## src/gcar_pkg.sv

```systemverilog
package gcar_pkg;
	// register offsets on the serial register port
	localparam logic [7:0] OFS_CFG  = 8'h1D;
	localparam logic [7:0] OFS_TERM = 8'h1E;
	localparam logic [7:0] OFS_FWV  = 8'h21;
	localparam logic [7:0] OFS_QRT  = 8'h22;
	localparam logic [7:0] OFS_FCN  = 8'h23;
	localparam logic [7:0] OFS_TNOM = 8'h24;
	localparam logic [7:0] OFS_TLIM = 8'h25;

	// configuration field positions
	localparam int CFG_REMOVAL_ALERT = 0;
	localparam int CFG_INSERT_ALERT  = 1;
	localparam int CFG_ALERT_EN      = 2;
	localparam int CFG_FORCED_BIAS   = 3;
	localparam int CFG_AUTO_THERM    = 4;
	localparam int CFG_BUS_CF_IRQ    = 5;
	localparam int CFG_BUS_IDLE_SHDN = 6;
	localparam int CFG_BATT_PIN_SHDN = 10;
	localparam int CFG_GAUGE_CF_IRQ  = 15;

	// values after reset
	localparam logic [15:0] CFG_RST     = 16'h2350;
	localparam logic [15:0] TERM_RST    = 16'h0000;
	localparam logic [15:0] QRT_RST     = 16'h0000;
	localparam logic [15:0] FCN_RST     = 16'h0000;
	localparam logic [15:0] TNOM_RST    = 16'h0000;
	localparam logic [15:0] TLIM_RST    = 16'h0000;
	// arbitrary neutral firmware version word
	localparam logic [15:0] FW_VERSION  = 16'h0100;

	// bits firmware may not touch, and stored bits of the nominal temperature
	localparam logic [15:0] CFG_FW_PROT = 16'h8020;
	localparam logic [15:0] TNOM_MASK   = 16'hFFC0;
	localparam logic [15:0] TERM_DIV    = 16'h000A;

	// thermistor measurement timing
	localparam int CLK_MHZ          = 200;
	localparam int THERM_PERIOD_MS  = 1400;
	localparam int THERM_CYC        = THERM_PERIOD_MS * 1000 * CLK_MHZ;
	localparam int THERM_CNT_W      = 29;
	localparam int THERM_BIAS_CYC   = 16;

	// power state, one-hot
	typedef enum logic [1:0] {
		PWR_ACTIVE = 2'b01,
		PWR_SHDN   = 2'b10
	} gcar_pwr_t;
endpackage

```

## src/gcar_regs.sv

```systemverilog
`timescale 1ns/100ps
`default_nettype none
// Contract
// - bus-idle shutdown bit set: both serial lines low past timeout enters shutdown
// - bus-idle bit set: rising edge of either line wakes; bit resets to 1
// - both shutdown bits clear: any edge on data, clock or interrupt pin wakes
// - bit 5 lets bus charge-fail drive interrupt pin; firmware cannot change it
// - auto thermistor bit: bias and measure sense pin every 1.4 s; resets 1
// - forced-bias bit 3 keeps bias switch on; resets to 0
// - insertion-alert bit 1: detected battery insertion raises alert; resets 0
// - removal-alert bit 0: detected battery removal raises alert; resets 0
// - restore loads termination current from one-time memory or capacity / 10
// - nominal temperature is signed 10 bits in 15:6, sign in bit 15
// - hot coefficient above nominal temperature, cold coefficient below it
// - temperature window: upper 15:8, lower 7:0; learning only strictly inside
module gcar_regs #(
	parameter int unsigned THERM_PERIOD_CYC = gcar_pkg::THERM_CYC
) (
	// clock and reset
	input  wire logic        i_sys_clk,
	input  wire logic        i_srst,
	// register port behind the serial bus
	input  wire logic [7:0]  i_reg_addr,
	input  wire logic        i_reg_wr,
	input  wire logic        i_reg_rd,
	input  wire logic        i_reg_fw,
	input  wire logic [15:0] i_reg_wdata,
	output logic      [15:0] o_reg_rdata,
	// serial line levels and shutdown timeout
	input  wire logic        i_sda,
	input  wire logic        i_scl,
	input  wire logic [15:0] i_shdn_timeout_cyc,
	// gauge events
	input  wire logic        i_alert_shutdown_en,
	input  wire logic [5:0]  i_thr_viol,
	input  wire logic        i_batt_insert,
	input  wire logic        i_batt_remove,
	input  wire logic        i_bus_charge_fail_event,
	input  wire logic        i_gauge_charge_fail_event,
	input  wire logic        i_alert_clear,
	// restore sources
	input  wire logic        i_restore,
	input  wire logic        i_otp_term_en,
	input  wire logic [15:0] i_otp_term,
	input  wire logic [15:0] i_stored_design_capacity,
	// learned capacity and temperatures
	input  wire logic        i_fcn_learn_vld,
	input  wire logic [15:0] i_fcn_learn,
	input  wire logic [15:0] i_temperature,
	input  wire logic [15:0] i_avg_temperature,
	// pins and status
	output logic             o_interrupt_output_pin,
	output logic             o_shutdown,
	output logic             o_thermistor_bias_output,
	output logic             o_sense_measure,
	output logic      [5:0]  o_minmax_flags,
	output logic             o_use_hot_coeff,
	output logic             o_use_cold_coeff,
	output logic             o_rcomp_learn_ok
);
	import gcar_pkg::*;

	localparam logic [THERM_CNT_W-1:0] TC_LAST = THERM_CNT_W'(THERM_PERIOD_CYC - 1);
	localparam logic [THERM_CNT_W-1:0] TC_BIAS = THERM_CNT_W'(THERM_PERIOD_CYC - THERM_BIAS_CYC);

	typedef struct packed {
		gcar_pwr_t              pwr;
		logic [15:0]            cfg;
		logic [15:0]            term;
		logic [15:0]            qrt;
		logic [15:0]            fcn;
		logic [15:0]            tnom;
		logic [15:0]            tlim;
		logic [15:0]            rdata;
		logic                   ins_alert;
		logic                   rem_alert;
		logic                   irq;
		logic [5:0]             minmax;
		logic [THERM_CNT_W-1:0] tcnt;
		logic                   bias;
		logic                   meas;
		logic                   hot;
		logic                   cold;
		logic                   learn_ok;
	} gcar_regs_st_t;

	gcar_regs_st_t st;
	gcar_regs_st_t next_st;

	logic [2:0] pin_rise;
	logic [2:0] pin_any;
	logic       idle_run;
	logic       idle_expired;
	logic       alert_now;
	logic       wake;
	logic       enter_shdn;
	logic [15:0] term_from_cap;
	logic [15:0] cfg_wr;

	// edges on sda, scl and our own interrupt pin
	gcar_pin_edges u_edges (
		.i_sys_clk (i_sys_clk),
		.i_srst    (i_srst),
		.i_pins    ({st.irq, i_scl, i_sda}),
		.o_rise    (pin_rise),
		.o_any     (pin_any)
	);

	// bus held low while awake
	assign idle_run = st.cfg[CFG_BUS_IDLE_SHDN] && !i_sda && !i_scl
		&& (st.pwr == PWR_ACTIVE);

	gcar_idle_timer u_idle (
		.i_sys_clk (i_sys_clk),
		.i_srst    (i_srst),
		.i_run     (idle_run),
		.i_limit   (i_shdn_timeout_cyc),
		.o_expired (idle_expired)
	);

	// alert sources that reach the interrupt pin
	assign alert_now = (st.cfg[CFG_ALERT_EN] && (|i_thr_viol))
		|| st.ins_alert || st.rem_alert;

	// shutdown entry; alert path is why software must clear alert shutdown
	assign enter_shdn = idle_expired
		|| (i_alert_shutdown_en && alert_now);

	// wake sources depend on which shutdown bits are set
	assign wake = (st.cfg[CFG_BUS_IDLE_SHDN] && (|pin_rise[1:0]))
		|| (!st.cfg[CFG_BUS_IDLE_SHDN] && !st.cfg[CFG_BATT_PIN_SHDN]
		&& (|pin_any))
		|| (st.cfg[CFG_BATT_PIN_SHDN] && i_batt_insert);

	// constant divide; small enough to settle within one cycle
	assign term_from_cap = i_stored_design_capacity / TERM_DIV;

	// firmware writes keep the protected enable bits
	assign cfg_wr = i_reg_fw
		? ((i_reg_wdata & ~CFG_FW_PROT) | (st.cfg & CFG_FW_PROT))
		: i_reg_wdata;

	// next-state of the whole bank
	always_comb begin
		next_st = st;

		// power state
		unique case (st.pwr)
			PWR_ACTIVE: begin
				if (enter_shdn) begin
					next_st.pwr = PWR_SHDN;
				end
			end
			PWR_SHDN: begin
				if (wake) begin
					next_st.pwr = PWR_ACTIVE;
				end
			end
			default: begin
				next_st.pwr = PWR_ACTIVE;
			end
		endcase

		// host and firmware writes
		if (i_reg_wr) begin
			unique case (i_reg_addr)
				OFS_CFG:  next_st.cfg  = cfg_wr;
				OFS_TERM: next_st.term = i_reg_wdata;
				OFS_QRT:  next_st.qrt  = i_reg_wdata;
				OFS_FCN:  next_st.fcn  = i_reg_wdata;
				OFS_TNOM: next_st.tnom = i_reg_wdata & TNOM_MASK;
				OFS_TLIM: next_st.tlim = i_reg_wdata;
				default:  next_st.cfg  = st.cfg;
			endcase
		end

		// restore beats a same-cycle host write
		if (i_restore) begin
			next_st.term = i_otp_term_en ? i_otp_term : term_from_cap;
		end

		// learned value beats a same-cycle host write
		if (i_fcn_learn_vld) begin
			next_st.fcn = i_fcn_learn;
		end

		// sticky battery alerts; a new event wins over clear
		next_st.ins_alert = (st.cfg[CFG_INSERT_ALERT] && i_batt_insert)
			|| (st.ins_alert && !i_alert_clear);
		next_st.rem_alert = (st.cfg[CFG_REMOVAL_ALERT] && i_batt_remove)
			|| (st.rem_alert && !i_alert_clear);

		// min/max flags follow violations whatever the alert enable
		next_st.minmax = i_thr_viol;

		// interrupt pin
		next_st.irq = alert_now
			|| (st.cfg[CFG_BUS_CF_IRQ] && i_bus_charge_fail_event)
			|| (st.cfg[CFG_GAUGE_CF_IRQ] && i_gauge_charge_fail_event);

		// thermistor period counter; cleared while shut down or with auto off
		next_st.meas = 1'b0;
		if (st.cfg[CFG_AUTO_THERM] && (st.pwr == PWR_ACTIVE)) begin
			if (st.tcnt >= TC_LAST) begin
				next_st.tcnt = '0;
				next_st.meas = 1'b1;
			end else begin
				next_st.tcnt = st.tcnt + THERM_CNT_W'(1);
			end
		end else begin
			next_st.tcnt = '0;
		end

		// bias settles before the measurement, or is held by force
		next_st.bias = st.cfg[CFG_FORCED_BIAS]
			|| (st.cfg[CFG_AUTO_THERM] && (st.pwr == PWR_ACTIVE)
			&& ((next_st.tcnt >= TC_BIAS) || next_st.meas));

		// compensation choice against nominal temperature
		next_st.hot  = $signed(i_temperature) > $signed(st.tnom);
		next_st.cold = $signed(i_temperature) < $signed(st.tnom);

		// learning window, whole degrees in the upper byte
		next_st.learn_ok = ($signed(i_avg_temperature[15:8]) > $signed(st.tlim[7:0]))
			&& ($signed(i_avg_temperature[15:8]) < $signed(st.tlim[15:8]));

		// read data, registered; unmapped reads zero
		if (i_reg_rd) begin
			unique case (i_reg_addr)
				OFS_CFG:  next_st.rdata = st.cfg;
				OFS_TERM: next_st.rdata = st.term;
				OFS_FWV:  next_st.rdata = FW_VERSION;
				OFS_QRT:  next_st.rdata = st.qrt;
				OFS_FCN:  next_st.rdata = st.fcn;
				OFS_TNOM: next_st.rdata = st.tnom & TNOM_MASK;
				OFS_TLIM: next_st.rdata = st.tlim;
				default:  next_st.rdata = 16'h0000;
			endcase
		end
	end

	// state register with synchronous reset
	always_ff @(posedge i_sys_clk) begin
		if (i_srst) begin
			st.pwr       <= PWR_ACTIVE;
			st.cfg       <= CFG_RST;
			st.term      <= TERM_RST;
			st.qrt       <= QRT_RST;
			st.fcn       <= FCN_RST;
			st.tnom      <= TNOM_RST;
			st.tlim      <= TLIM_RST;
			st.rdata     <= 16'h0000;
			st.ins_alert <= 1'b0;
			st.rem_alert <= 1'b0;
			st.irq       <= 1'b0;
			st.minmax    <= 6'h00;
			st.tcnt      <= '0;
			st.bias      <= 1'b0;
			st.meas      <= 1'b0;
			st.hot       <= 1'b0;
			st.cold      <= 1'b0;
			st.learn_ok  <= 1'b0;
		end else begin
			st <= next_st;
		end
	end

	// outputs straight from flops
	assign o_reg_rdata              = st.rdata;
	assign o_interrupt_output_pin   = st.irq;
	assign o_shutdown               = (st.pwr == PWR_SHDN);
	assign o_thermistor_bias_output = st.bias;
	assign o_sense_measure          = st.meas;
	assign o_minmax_flags           = st.minmax;
	assign o_use_hot_coeff          = st.hot;
	assign o_use_cold_coeff         = st.cold;
	assign o_rcomp_learn_ok         = st.learn_ok;
endmodule
`default_nettype wire

```

## src/gcar_pin_edges.sv

```systemverilog
`timescale 1ns/100ps
`default_nettype none
module gcar_pin_edges (
	// clock and reset
	input  wire logic       i_sys_clk,
	input  wire logic       i_srst,
	// pins: sda, scl, interrupt
	input  wire logic [2:0] i_pins,
	// edges seen this cycle
	output logic      [2:0] o_rise,
	output logic      [2:0] o_any
);
	import gcar_pkg::*;

	typedef struct packed {
		logic [2:0] prev;
	} gcar_edge_st_t;

	gcar_edge_st_t st;
	gcar_edge_st_t next_st;

	// previous level only; pins are already synchronous
	always_comb begin
		next_st.prev = i_pins;
	end

	always_ff @(posedge i_sys_clk) begin
		if (i_srst) begin
			st.prev <= 3'h3;
		end else begin
			st <= next_st;
		end
	end

	// prev resets to the idle levels (lines high, interrupt low): no false edge after reset
	assign o_rise = i_pins & ~st.prev;
	assign o_any  = (i_pins ^ st.prev) & {3{~i_srst}};
endmodule
`default_nettype wire

```

## src/gcar_idle_timer.sv

```systemverilog
`timescale 1ns/100ps
`default_nettype none
module gcar_idle_timer (
	// clock and reset
	input  wire logic        i_sys_clk,
	input  wire logic        i_srst,
	// condition and limit in cycles
	input  wire logic        i_run,
	input  wire logic [15:0] i_limit,
	// level once the condition outlasted the limit
	output logic             o_expired
);
	import gcar_pkg::*;

	typedef struct packed {
		logic [16:0] cnt;
	} gcar_tmr_st_t;

	gcar_tmr_st_t st;
	gcar_tmr_st_t next_st;

	// count while held, restart when released; saturate past the limit
	always_comb begin
		next_st = st;
		if (!i_run) begin
			next_st.cnt = 17'h00000;
		end else if (st.cnt <= {1'b0, i_limit}) begin
			next_st.cnt = st.cnt + 17'h00001;
		end
	end

	always_ff @(posedge i_sys_clk) begin
		if (i_srst) begin
			st.cnt <= 17'h00000;
		end else begin
			st <= next_st;
		end
	end

	// strictly longer than the limit
	assign o_expired = i_run && (st.cnt > {1'b0, i_limit});
endmodule
`default_nettype wire

```

## config.mk

```make
export PLATFORM = sky130hd
export DESIGN_NAME = gcar_regs
export DESIGN_NICKNAME = d
export VERILOG_FILES = /design/src/gcar_pkg.sv /design/src/gcar_regs.sv /design/src/gcar_pin_edges.sv /design/src/gcar_idle_timer.sv
export SDC_FILE = /design/constraint.sdc
export NUM_CORES = 1
export LEC_CHECK = 0
export ABC_AREA = 0
export BUFFER_PORTS_ARGS = -buffer_cell sky130_fd_sc_hd__buf_2
export CAP_MARGIN = 20
export CORE_ASPECT_RATIO = 0.6
export CORE_MARGIN = 3
export CORE_UTILIZATION = 40
export CTS_CLUSTER_SIZE = 30
export DETAILED_ROUTE_END_ITERATION = 10
export HOLD_SLACK_MARGIN = 0.15
export PLACE_DENSITY_LB_ADDON = 0.3
export SLEW_MARGIN = 20
export SYNTH_ARGS = -nofsm -noshare
export SYNTH_HDL_FRONTEND = slang
export SYNTH_HIERARCHICAL = 1
export SYNTH_SLANG_ARGS = --single-unit
export TNS_END_PERCENT = 50
```

## constraint.sdc

```tcl
create_clock -name i_sys_clk -period 7 [get_ports i_sys_clk]
set_clock_uncertainty 0.1 [all_clocks]
set_input_delay 1.05 -clock i_sys_clk [delete_from_list [all_inputs] [get_ports i_sys_clk]]
set_output_delay 1.05 -clock i_sys_clk [all_outputs]
set_load 0.02 [all_outputs]
```

# --- Word level (Yosys, flattened, before mapping) ---
# Index checks and enable logic that the tools add are counted.
word_totals:
  regBits: 171
  inputBits: 142
  word_cells: 117
op_classes:
  addsub: 2
  div: 1
  magnitude_cmp: 8
  n_eq_ne: 11
  mux: 18
  bitwise: 7
  n_reduce_logical: 50
op_table:
  columns: ["cell", "count"]
  rows:
  - ["$mux W16", 9]
  - ["$pmux W16 S7", 1]
  - ["$mux W80", 1]
  - ["$ge A29 B29 Y1 const B", 2]
  - ["$mux W29", 2]
  - ["$eq A8 B6 Y1 const B", 5]
  - ["$add A29 B1 Y29 const B", 1]
  - ["$logic_and A1 B1 Y1", 19]
  - ["$add A17 B1 Y17 const B", 1]
  - ["$gt A17 B16 Y1", 1]
  - ["$le A17 B16 Y1", 1]
  - ["$div A16 B4 Y16 const B", 1]
  - ["$eq A8 B5 Y1 const B", 2]
  - ["$gt A16 B16 Y1", 1]
  - ["$lt A16 B16 Y1", 1]
  - ["$or A15 B16 Y16", 1]
  - ["$reduce_and A2 Y1", 7]
  - ["$logic_or A1 B1 Y1", 11]
  - ["$gt A8 B8 Y1", 1]
  - ["$lt A8 B8 Y1", 1]
  - ["$reduce_bool A2 Y1", 4]
  - ["$reduce_or A6 Y1", 1]
  - ["$logic_not A1 Y1", 5]
  - ["$mux W2", 2]
  - ["other kinds (13)", 16]

# --- Longest topological paths before layout ---
# Gate-level depths: netlist (run 1).
depth:
  depth_word: 8
  mapped_depth: 21
  mapped_depth_nobuf: 18

# --- By module ---
# The synthesis (run 1) kept the hierarchy.
by_module_without_submodules:
  columns: ["mod", "instances", "cells_each", "area_each_um2", "seq_area_each_um2"]
  rows:
  - ["gcar_regs", 1, 1234, 9173.8, 3022.9]
  - ["gcar_idle_timer", 1, 155, 1222.4, 340.3]
  - ["gcar_pin_edges", 1, 15, 138.9, 60.1]

# --- Worst setup path before layout (run 1) ---
# OpenSTA, ideal clock, no wires.
synth_timing:
  path_type: "input port to flip-flop"
  startpoint: "in i_stored_design_capacity[13]"
  endpoint: "reg st[123] in the netlist's numbering"
  setup_time_ns: 0.060
  arrival_ns: 5.169
  setup_slack_ns: 1.671
  stages: 20
  path_buffers: 3
  path_cell_list: "buf_2 > nor2b_1 > o311ai_4 > o311ai_4 > or4_1 > and3_4 > nand2_1 > o311a_1 > and2_1 > buf_2 > nor4_1 > or4_1 > buf_4 > xor2_2 > o22ai_1 > nand4bb_4 > maj3_2 > o221a_1 > a31oi_1 > o221a_1"
synth_between:
  elab_chain_cells: 3
synth_rtl:
  columns: ["item", "line", "rtl"]
  rows:
  - ["start: declaration", "gcar_regs.sv:45", "input wire logic [15:0] i_stored_design_capacity,"]
  - ["$div A16 B4 Y16", "gcar_regs.sv:136", "assign term_from_cap = i_stored_design_capacity / TERM_DIV;"]
  - ["$mux W16", "gcar_regs.sv:179", "next_st.term = i_otp_term_en ? i_otp_term : term_from_cap;"]
  - ["$mux W16", "gcar_regs.sv:178", "if (i_restore) begin"]
  - ["end signal: assignment", "gcar_regs.sv:264", "st <= next_st;"]
  - ["end: declaration", "gcar_regs.sv:87", "gcar_regs_st_t st;"]
# Every way passes these cells.
# A chain may end at the register's enable or synchronous reset.

# --- Worst setup path after layout (run 1) ---
layout_timing:
  startpoint: "in i_stored_design_capacity[12]"
  endpoint: "reg st[123] in the netlist's numbering"
# Same word-level chain as after synthesis.

==> results of run 1 <==
## state kept, by name, indices dropped and copies added, names as in the netlist
| name | cells |
|---|---|
| o_reg_rdata | 16 |
| o_use_cold_coeff | 1 |
| o_interrupt_output_pin | 1 |
| o_sense_measure | 1 |
| u_edges/st | 3 |
| o_thermistor_bias_output | 1 |
| o_rcomp_learn_ok | 1 |
| o_minmax_flags | 6 |
| u_idle/st | 17 |
| st | 123 |
| o_use_hot_coeff | 1 |
## cell type report
class / count / area, um2
multi-input combinational: 1060 / 6360
clock buffer: 19 / 443
clock inverter: 13 / 183
antenna: 3 / 7.51
tap: 352 / 440
fill: 2620 / 13600
sequential: 171 / 3420
timing repair buffer: 170 / 876
inverter: 71 / 267
## cell usage after synthesis, drive strengths merged (4+ instances only)
cell / instances
nand2: 201
a21oi: 172
dfxtp: 171
nor2: 123
inv: 70
clkbuf: 63
nand3: 62
o21ai: 47
ha: 46
buf: 39
nor2b: 30
a211oi: 28
and3: 25
nand4: 25
nand2b: 23
a22oi: 22
a31oi: 22
xnor2: 18
nor3: 17
xor2: 17
or3: 15
and2: 11
a22o: 10
o211ai: 10
o31ai: 10
or2: 9
mux2i: 8
a222oi: 7
nand3b: 7
nor4: 7
nor3b: 6
or4: 6
a21o: 5
o21a: 5
o221ai: 5
o22ai: 5
maj3: 4
o2111ai: 4
## worst max-delay path by stage
stage	cells after the start	from	to	slack, ns
5_1_grt	18	i_stored_design_capacity[12]	st[123]	0.67
3_3_place_gp	18	i_stored_design_capacity[13]	st[123]	0.85
3_5_place_dp	18	i_stored_design_capacity[11]	st[123]	0.69
2_1_floorplan	20	i_stored_design_capacity[13]	st[123]	1.67
6_report	18	i_stored_design_capacity[12]	st[123]	1.05
4_1_cts	18	i_stored_design_capacity[11]	st[123]	1.15
## layer usage
| metal | share of wire | global-route usage | wire length [um] | up-vias |
|---|---|---|---|---|
| met4 | 0.018 | 0.0620 | 565 | 0 |
| met3 | 0.086 | 0.0458 | 2760 | 40 |
| met2 | 0.40 | 0.302 | 12800 | 408 |
| met1 | 0.50 | 0.348 | 16000 | 4798 |
| met5 | 0 | 0 | 0 | - |
| li1 | - | - | - | 5147 |
## logic make-up after synthesis
family | count (synthesis)
fa+ha+maj | 50
xor+xnor | 35
simple gates | 577
flops | 171
buf+inv | 173
mux | 10
compound gates | 388
## metrics by stage
step / hold slack (ns) / power (mW) / worst slack [ns] / cells
6_report: 0.352 / 2.38 / 1.05 / 1859
5_1_grt: 0.371 / 2.49 / 0.667 / 1859
4_1_cts: 0.353 / 2.40 / 1.15 / 1856
3_5_place_dp: 0.343 / 1.39 / 0.689 / 1824
3_3_place_gp: 0.338 / 1.38 / 0.850 / 1824
2_1_floorplan: 0.331 / 1.28 / 1.67 / 1404
## worst max-delay path, delay by kind of cell
kind | cells | cell delay, ns
buffers and inverters | 1 | 0.34
AOI/OAI and AO/OA | 9 | 2.32
xor gates and xnor gates | 2 | 0.51
muxes | 1 | 0.17
adders and majority gates | 1 | 0.33
and+or+nand+nor | 4 | 1.49
## power breakdown
group          switching (mW)  internal (mW)
Sequential             0.0129          0.991
Combinational           0.230          0.139
Clock                   0.428          0.581
Total                   0.671           1.71
==> run_results.csv, run 1 <==
group,metric,value,unit
sta,rsz0062_at_grt,"no",
detailed_routing,detail_route.first_pass.iterations,7,
worst_setup_path,slowest_delay,0.73,ns
min_path,hold_path_end,"st[121]",
yosys,syn_avg_cell_area,7.50,um2
place,dpl-instance-area,0.0114,mm2
worst_setup_path,rr_worst_depth,14,
yosys,synthXorXnorAreaFrac,0.0298,
cts,cts-buffers-inserted,17,
die,initial_core_util,0.412,
grt,grt_pass1_vias,9397,
yosys,synth_cell_types,89,
sta,period_minus_slack,5.95,ns
yosys,synth_top_area_share,0.325,
detailed_routing,final_antenna_net_count,0,
die,io_pins,171,
worst_setup_path,critical_path_class,"input port to flop",
worst_setup_path,cp_max_fo,25,
power,power_leakage,4.57,nW
detailed_routing,vias,10393,
finish,drive_gt1_frac,0.153,
job,maxCapViolations,0,
worst_setup_path,rrSetupSlack,3.20,ns
yosys,synth-adder-area-share,0.0586,
detailed_routing,drt_iter0_markers,1184,
place,port_buffers,161,
sta,worst_slew_pin_slew,1.10,ns
cts,htree_levels,4,
die,core,0.0256,mm2
yosys,synthSimpleGateAreaFrac,0.264,
place,gp_congestion,0.886,
cts,hold_buffers,0,
min_path,hp-class,"flop to flop",
yosys,synth_compound_area_frac,0.239,
yosys,synth_seq_area_share,0.325,
die,die_y,132,um
grt,grt_first_pass_wirelength,50900,um
finish,final_cell_mix,"201 x nand2_1, 171 x a21oi_1, 171 x dfxtp_1",
yosys,synthTopCellsByArea,"dfxtp_1 32%, a21oi_1 8.1%, nand2_1 7.2%",
yosys,synthArstFlopShare,0,
sta,period_share,0.849,
cts,clk_pin_slew,0.07,ns
yosys,synth_cells,1404,
yosys,synth_ff_type,"dfxtp_1",
finish,final_core_util,0.469,
worst_setup_path,crit_chain,"buf_2 > xor2_1 > o22ai_2 > nor2_1 > o32ai_2 > a2111oi_2 > mux2i_2 > o2111a_1 > o31ai_4 > nor4_1 > or4_1 > xor2_2 > o22ai_1 > nand4bb_4 > maj3_2 > o221a_1 > a31oi_1 > o221a_1",
worst_setup_path,critPathMostFrequentCell,"o221a_1",
outcome,outcome,"finished, final reports clean",
grt,grt.overflow.total,0,
cts,cts_tree,"yes",
yosys,synth_seq_cells,171,
worst_setup_path,worstSetupStartpointType,"input port",
finish,syn2layout_area_growth,13.9,%
yosys,synth.mux.area_fraction,0.0101,
cts,root_buffer,"clkbuf_16",
power,peakVddDrop,149,uV
sta,setup_viol,0,
worst_setup_path,r2r-end,"o_thermistor_bias_output",
detailed_routing,wl_per_cell,17.3,um
worst_setup_path,reg2reg_from,"st[8]",
die,die_x,216,um
yosys,yosys_warnings,6,
yosys,yosysTopAreaCell,"dfxtp_1",
grt,track_usage,0.222,
worst_setup_path,crit_arrival,6.22,ns
cts,cts-resized-gates,0,
yosys,syn_area,0.0105,mm2
sta,slew_headroom,0.268,
power,powerDensity,199,mW/mm2
detailed_routing,finalWirelength,32100,um
yosys,syn_nets,1592,
sta,tns,0,ns
cts,cts_buffer_depth,2,
cts,clk-insertion-delay-late,0.44,ns
sta,final_max_slew_viol_count,0,
finish,nets,1679,
sta,hold_viol_final,0,
die,rows,45,
worst_setup_path,worstSetupEndpointType,"flop",
min_path,hold_start,"st[121]",
yosys,synth_edf_count,0,
worst_setup_path,cp_slowest_cell,"or4_1",
detailed_routing,drc_errors,0,
grt,grt_start_max_net_pins,103,
yosys,synth_top_family_by_area,"simple AND/OR/NAND/NOR gates",
finish,final_common_cell,"nand2_1",
sta,fmax,168,MHz
finish,fin_area,0.0120,mm2
worst_setup_path,crit_required,7.28,ns
min_path,min_delay_path_depth,2,
cts,post_cts_buffers,0,
place,hpwl,23600,um
grt,antenna_found_initial,3,
die,die_area,0.0284,mm2
cts,clock_sinks,171,
detailed_routing,viasPerCell,5.59,
Power figures use the tool's default switching activity.
==> run 2, diff against run 1 <==
==> constraint.sdc (replaced) <==
create_clock -name i_sys_clk -period 5.4 [get_ports i_sys_clk]
set_clock_uncertainty 0.1 [all_clocks]
set_input_delay 0.81 -clock i_sys_clk [delete_from_list [all_inputs] [get_ports i_sys_clk]]
set_output_delay 0.81 -clock i_sys_clk [all_outputs]
set_load 0.02 [all_outputs]
==> run 2 against run 1 <==
Clock power increased by 23%. Power increased by 31%. Sequential share of layout area decreased by 0.88 points. Setup slack got worse by 0.82 ns. Combinational power increased by 56%. Via count increased by 2.1%. Final cell count increased by 2.6%. Largest cell class unchanged. Clock-buffer cell count increased by 1. Design area increased by 3.2%. Hold slack improved by 0.0020 ns. Sequential power increased by 30%.
==> run_results.csv, run 2 (synthesis gave the netlist of run 1 again) <==
group,metric,value,unit
detailed_routing,viasPerCell,5.57,
grt,grt_first_pass_wirelength,52200,um
grt,grt_pass1_vias,9490,
sta,setup_viol,0,
cts,cts_tree,"yes",
sta,fmax,194,MHz
cts,cts_buffer_depth,2,
power,peakVddDrop,236,uV
worst_setup_path,crit_required,5.67,ns
cts,clock_sinks,171,
die,io_pins,171,
finish,final_cell_mix,"201 x nand2_1, 171 x a21oi_1, 171 x dfxtp_1",
detailed_routing,drt_iter0_markers,1287,
finish,syn2layout_area_growth,17.5,%
sta,tns,0,ns
finish,largest_reg_flops,123,
grt,met2_usage,0.313,
detailed_routing,drc_errors,0,
die,core,0.0256,mm2
detailed_routing,wl_per_cell,17.3,um
cts,htree_levels,4,
sta,slew_headroom,0.276,
place,hpwl,24300,um
job,maxCapViolations,0,
worst_setup_path,cp_max_fo,16,
die,die_y,132,um
place,gp_congestion,0.889,
grt,grt.overflow.total,0,
place,dp_slack,-0.171,ns
finish,nFillCells,2614,
worst_setup_path,crit_arrival,5.43,ns
cts,cts-buffers-inserted,17,
cts,clk_pin_slew,0.07,ns
worst_setup_path,critical_path_class,"input port to flop",
place,dpl-instance-area,0.0117,mm2
sta,hold_viol_final,0,
grt,grt_start_max_net_pins,102,
sta,period_minus_slack,5.17,ns
worst_setup_path,worstSetupStartpointType,"input port",
grt,antenna_found_initial,1,
detailed_routing,vias,10614,
detailed_routing,final_antenna_net_count,0,
grt,grt-busiest-layer,"met1",
power,power_leakage,4.81,nW
finish,fin_area,0.0124,mm2
finish,register_area,0.00342,mm2
power,powerDensity,252,mW/mm2
grt,track_usage,0.226,
finish,multi_input_area,0.00641,mm2
min_path,hp-class,"flop to flop",
finish,top_register,"st",
detailed_routing,finalWirelength,33000,um
die,rows,45,
worst_setup_path,worstSetupEndpointType,"flop",
sta,worst_slew_pin_slew,1.09,ns
cts,clk-insertion-delay-late,0.43,ns
finish,final_core_util,0.484,
finish,nets,1729,
cts,hold_buffers,0,
die,die_x,216,um
cts,cts-resized-gates,0,
die,die_area,0.0284,mm2
grt,use_met1,0.362,
outcome,outcome,"finished, final reports clean",
sta,setup_ws,0.235,ns
cts,post_cts_buffers,0,
cts,root_buffer,"clkbuf_16",
finish,drive_gt1_frac,0.184,
finish,final_common_cell,"nand2_1",
sta,final_max_slew_viol_count,0,
detailed_routing,detail_route.first_pass.iterations,11,
die,initial_core_util,0.412,
sta,period_share,0.957,
place,port_buffers,161,
grt,use_met3,0.0395,
[run 2: path summary, 6_finish.rpt]
path	slack [ns]	cells past startpoint	from	end
worst max-delay path	0.23	20	i_stored_design_capacity[12]	st[123]
worst min-delay path	0.35	2	st[150]	st[150]
worst max register to register	1.59	14	st[8]	o_thermistor_bias_output
worst min register to register	0.35	2	st[150]	st[150]
[run 2: report_power, final]
part,internal [mW],switching (mW),leakage [nW],total [mW]
Combinational,0.253,0.326,3.14,0.579
Clock,0.675,0.561,0.279,1.24
Sequential,1.28,0.0168,1.39,1.30
Total,2.21,0.904,4.81,3.12
[run 2: cell type report]
type                            count  area share
Antenna cell                        1    0.000202
Inverter                           71      0.0215
Sequential cell                   171       0.277
Clock buffer                       20      0.0369
Tap cell                          352      0.0356
Multi-Input combinational cell   1060       0.518
Timing Repair Buffer              220       0.101
Clock inverter                     12      0.0103
[run 2: routing by layer]
layer / share of wire / up-vias
li1: - / 5256
met1: 0.50 / 4942
met2: 0.41 / 391
met3: 0.083 / 25
met4: 0.011 / 0
met5: 0 / -
[run 2: critical path, stage by stage]
cell       delay (ns)
buf_2            0.20
nand2b_1         0.24
o311ai_4         0.52
xnor2_2          0.20
a2111oi_4        0.40
mux2i_2          0.14
o2111a_1         0.28
o31ai_4          0.28
buf_4            0.19
buf_4            0.12
mux2i_1          0.24
and4_1           0.25
nand2_1          0.09
buf_4            0.15
a31oi_1          0.21
and4_1           0.29
inv_1            0.10
o221a_1          0.26
a31oi_1          0.24
o221a_1          0.22
[run 2: per-stage QoR]
stage | std cells | hold slack, ns | total power [mW]
5_1_grt | 1907 | 0.378 | 3.25
6_report | 1907 | 0.354 | 3.12
3_3_place_gp | 1874 | 0.338 | 1.88
4_1_cts | 1906 | 0.353 | 3.13
2_1_floorplan | 1404 | 0.331 | 1.65
3_5_place_dp | 1874 | 0.346 | 1.89
==> run 3, diff against run 2 <==
--- a/config.mk
+++ b/config.mk
@@ -10,7 +10,7 @@
 export CAP_MARGIN = 20
 export CORE_ASPECT_RATIO = 0.6
 export CORE_MARGIN = 3
-export CORE_UTILIZATION = 40
+export CORE_UTILIZATION = 52
 export CTS_CLUSTER_SIZE = 30
 export DETAILED_ROUTE_END_ITERATION = 10
 export HOLD_SLACK_MARGIN = 0.15
==> run 3 against run 2 <==
Clock-buffer cell count decreased by 2. Register-to-register slack about the same. Hold slack improved by 0.00051 ns. Routed wire length decreased by 5.0%. Critical path type unchanged.
==> run_results.csv, run 3 (synthesis gave the netlist of run 1 again) <==
group,metric,value,unit
worst_setup_path,critical_path_class,"input port to flop",
worst_setup_path,crit_required,5.67,ns
finish,nFillCells,1781,
place,dpl-instance-area,0.0115,mm2
power,peakVddDrop,260,uV
die,die_y,116,um
outcome,outcome,"finished, final reports clean",
place,port_buffers,161,
cts,post_cts_buffers,0,
detailed_routing,finalWirelength,31400,um
finish,nets,1710,
detailed_routing,wl_per_cell,17.4,um
sta,worst_slew_pin_slew,1.03,ns
detailed_routing,drc_errors,0,
grt,antenna_found_initial,0,
die,rows,39,
grt,track_usage,0.280,
finish,largest_reg_flops,123,
die,die_x,190,um
sta,fin_worst_hold_slack,0.355,ns
sta,setup_viol,0,
place,hpwl,22700,um
finish,final_cell_mix,"201 x nand2_1, 171 x a21oi_1, 171 x dfxtp_1",
finish,syn2layout_area_growth,15.0,%
detailed_routing,drt_iter0_markers,1217,
cts,clock_sinks,171,
cts,clk-insertion-delay-late,0.43,ns
finish,fin_area,0.0121,mm2
cts,cts_tree,"yes",
die,io_pins,171,
sta,period_share,0.966,
sta,fmax,192,MHz
finish,top_register,"st",
sta,period_minus_slack,5.21,ns
place,dp_cells,1769,
sta,slew_headroom,0.315,
finish,final_core_util,0.624,
sta,rsz0062_at_grt,"no",
worst_setup_path,crit_arrival,5.49,ns
worst_setup_path,rrSetupSlack,1.58,ns
detailed_routing,final_antenna_net_count,0,
place,gp_congestion,0.917,
cts,htree_levels,4,
worst_setup_path,worstSetupEndpointType,"flop",
finish,final_common_cell,"nand2_1",
worst_setup_path,cp_max_fo,16,
finish,multi_input_area,0.00637,mm2
die,initial_core_util,0.542,
finish,diodes,0,
grt,grt.overflow.total,0,
power,power_leakage,4.73,nW
sta,final_max_slew_viol_count,0,
grt,grt_start_max_net_pins,98,
grt,grt_first_pass_wirelength,49900,um
job,maxCapViolations,0,
sta,hold_viol_final,0,
grt,met2_usage,0.400,
die,core,0.0194,mm2
die,die_area,0.0221,mm2
grt,use_met1,0.418,
detailed_routing,detail_route.first_pass.iterations,5,
grt,grt-busiest-layer,"met1",
detailed_routing,viasPerCell,5.94,
detailed_routing,vias,10699,
finish,drive_gt1_frac,0.172,
power,total_power,3.11,mW
power,powerDensity,257,mW/mm2
worst_setup_path,worstSetupStartpointType,"input port",
cts,root_buffer,"clkbuf_16",
finish,final_cells,1801,
cts,cts_buffer_depth,2,
min_path,hp-class,"flop to flop",
cts,cts-buffers-inserted,17,
cts,hold_buffers,0,
cts,clk_pin_slew,0.07,ns
finish,register_area,0.00342,mm2
grt,use_met3,0.0705,
grt,grt_pass1_vias,9531,
[run 3: through the flow]
stage / setup TNS (ns) / setup WS, ns
floorplan: 0 / 0.311
global placement: -0.00480 / -0.00480
detailed placement: -0.0996 / -0.0996
CTS: 0 / 0.327
global route: 0 / 0.00919
finish: 0 / 0.186
[run 3: worst max-delay path, cell delays in order]
cell and delay (ns):
buf_2 0.18, nand2b_2 0.26, o311ai_4 0.45, xnor2_1 0.23, a2111oi_2 0.43, mux2i_2 0.13
o2111a_1 0.27, o31ai_4 0.31, buf_4 0.22, mux2i_1 0.23, nand4_1 0.20, o21ai_0 0.35
o22ai_1 0.16, nand4bb_4 0.25, maj3_2 0.31, o221a_1 0.24, a31oi_1 0.21, o221a_1 0.22
[run 3: final timing paths]
kind,from,to,cells past startpoint
setup / recovery,i_stored_design_capacity[13],st[123],18
hold reg to reg,st[109],st[109],2
hold / removal,st[109],st[109],2
setup reg to reg,st[8],o_thermistor_bias_output,14
[run 3: final cells by class]
class                           instances  area share
Clock buffer                           18      0.0362
Clock inverter                         14      0.0137
Inverter                               71      0.0220
Multi-Input combinational cell       1060       0.526
Sequential cell                       171       0.282
Tap cell                              266      0.0275
Timing Repair Buffer                  201      0.0925
[run 3: power by group]
group / switching (mW) / total (mW) / internal, mW
registers: 0.0161 / 1.30 / 1.28
logic: 0.316 / 0.546 / 0.230
clock network: 0.587 / 1.26 / 0.677
[run 3: timing repair]
item,CTS,global route
resized for setup,0,1
endpoints found under the hold margin,0,0
setup endpoints to repair,0,1
[run 3: metal layers]
metal,wire length [um],vias up
li1,-,5217
met1,14600,4940
met2,12800,500
met4,397,2
met3,3560,40
met5,76,-
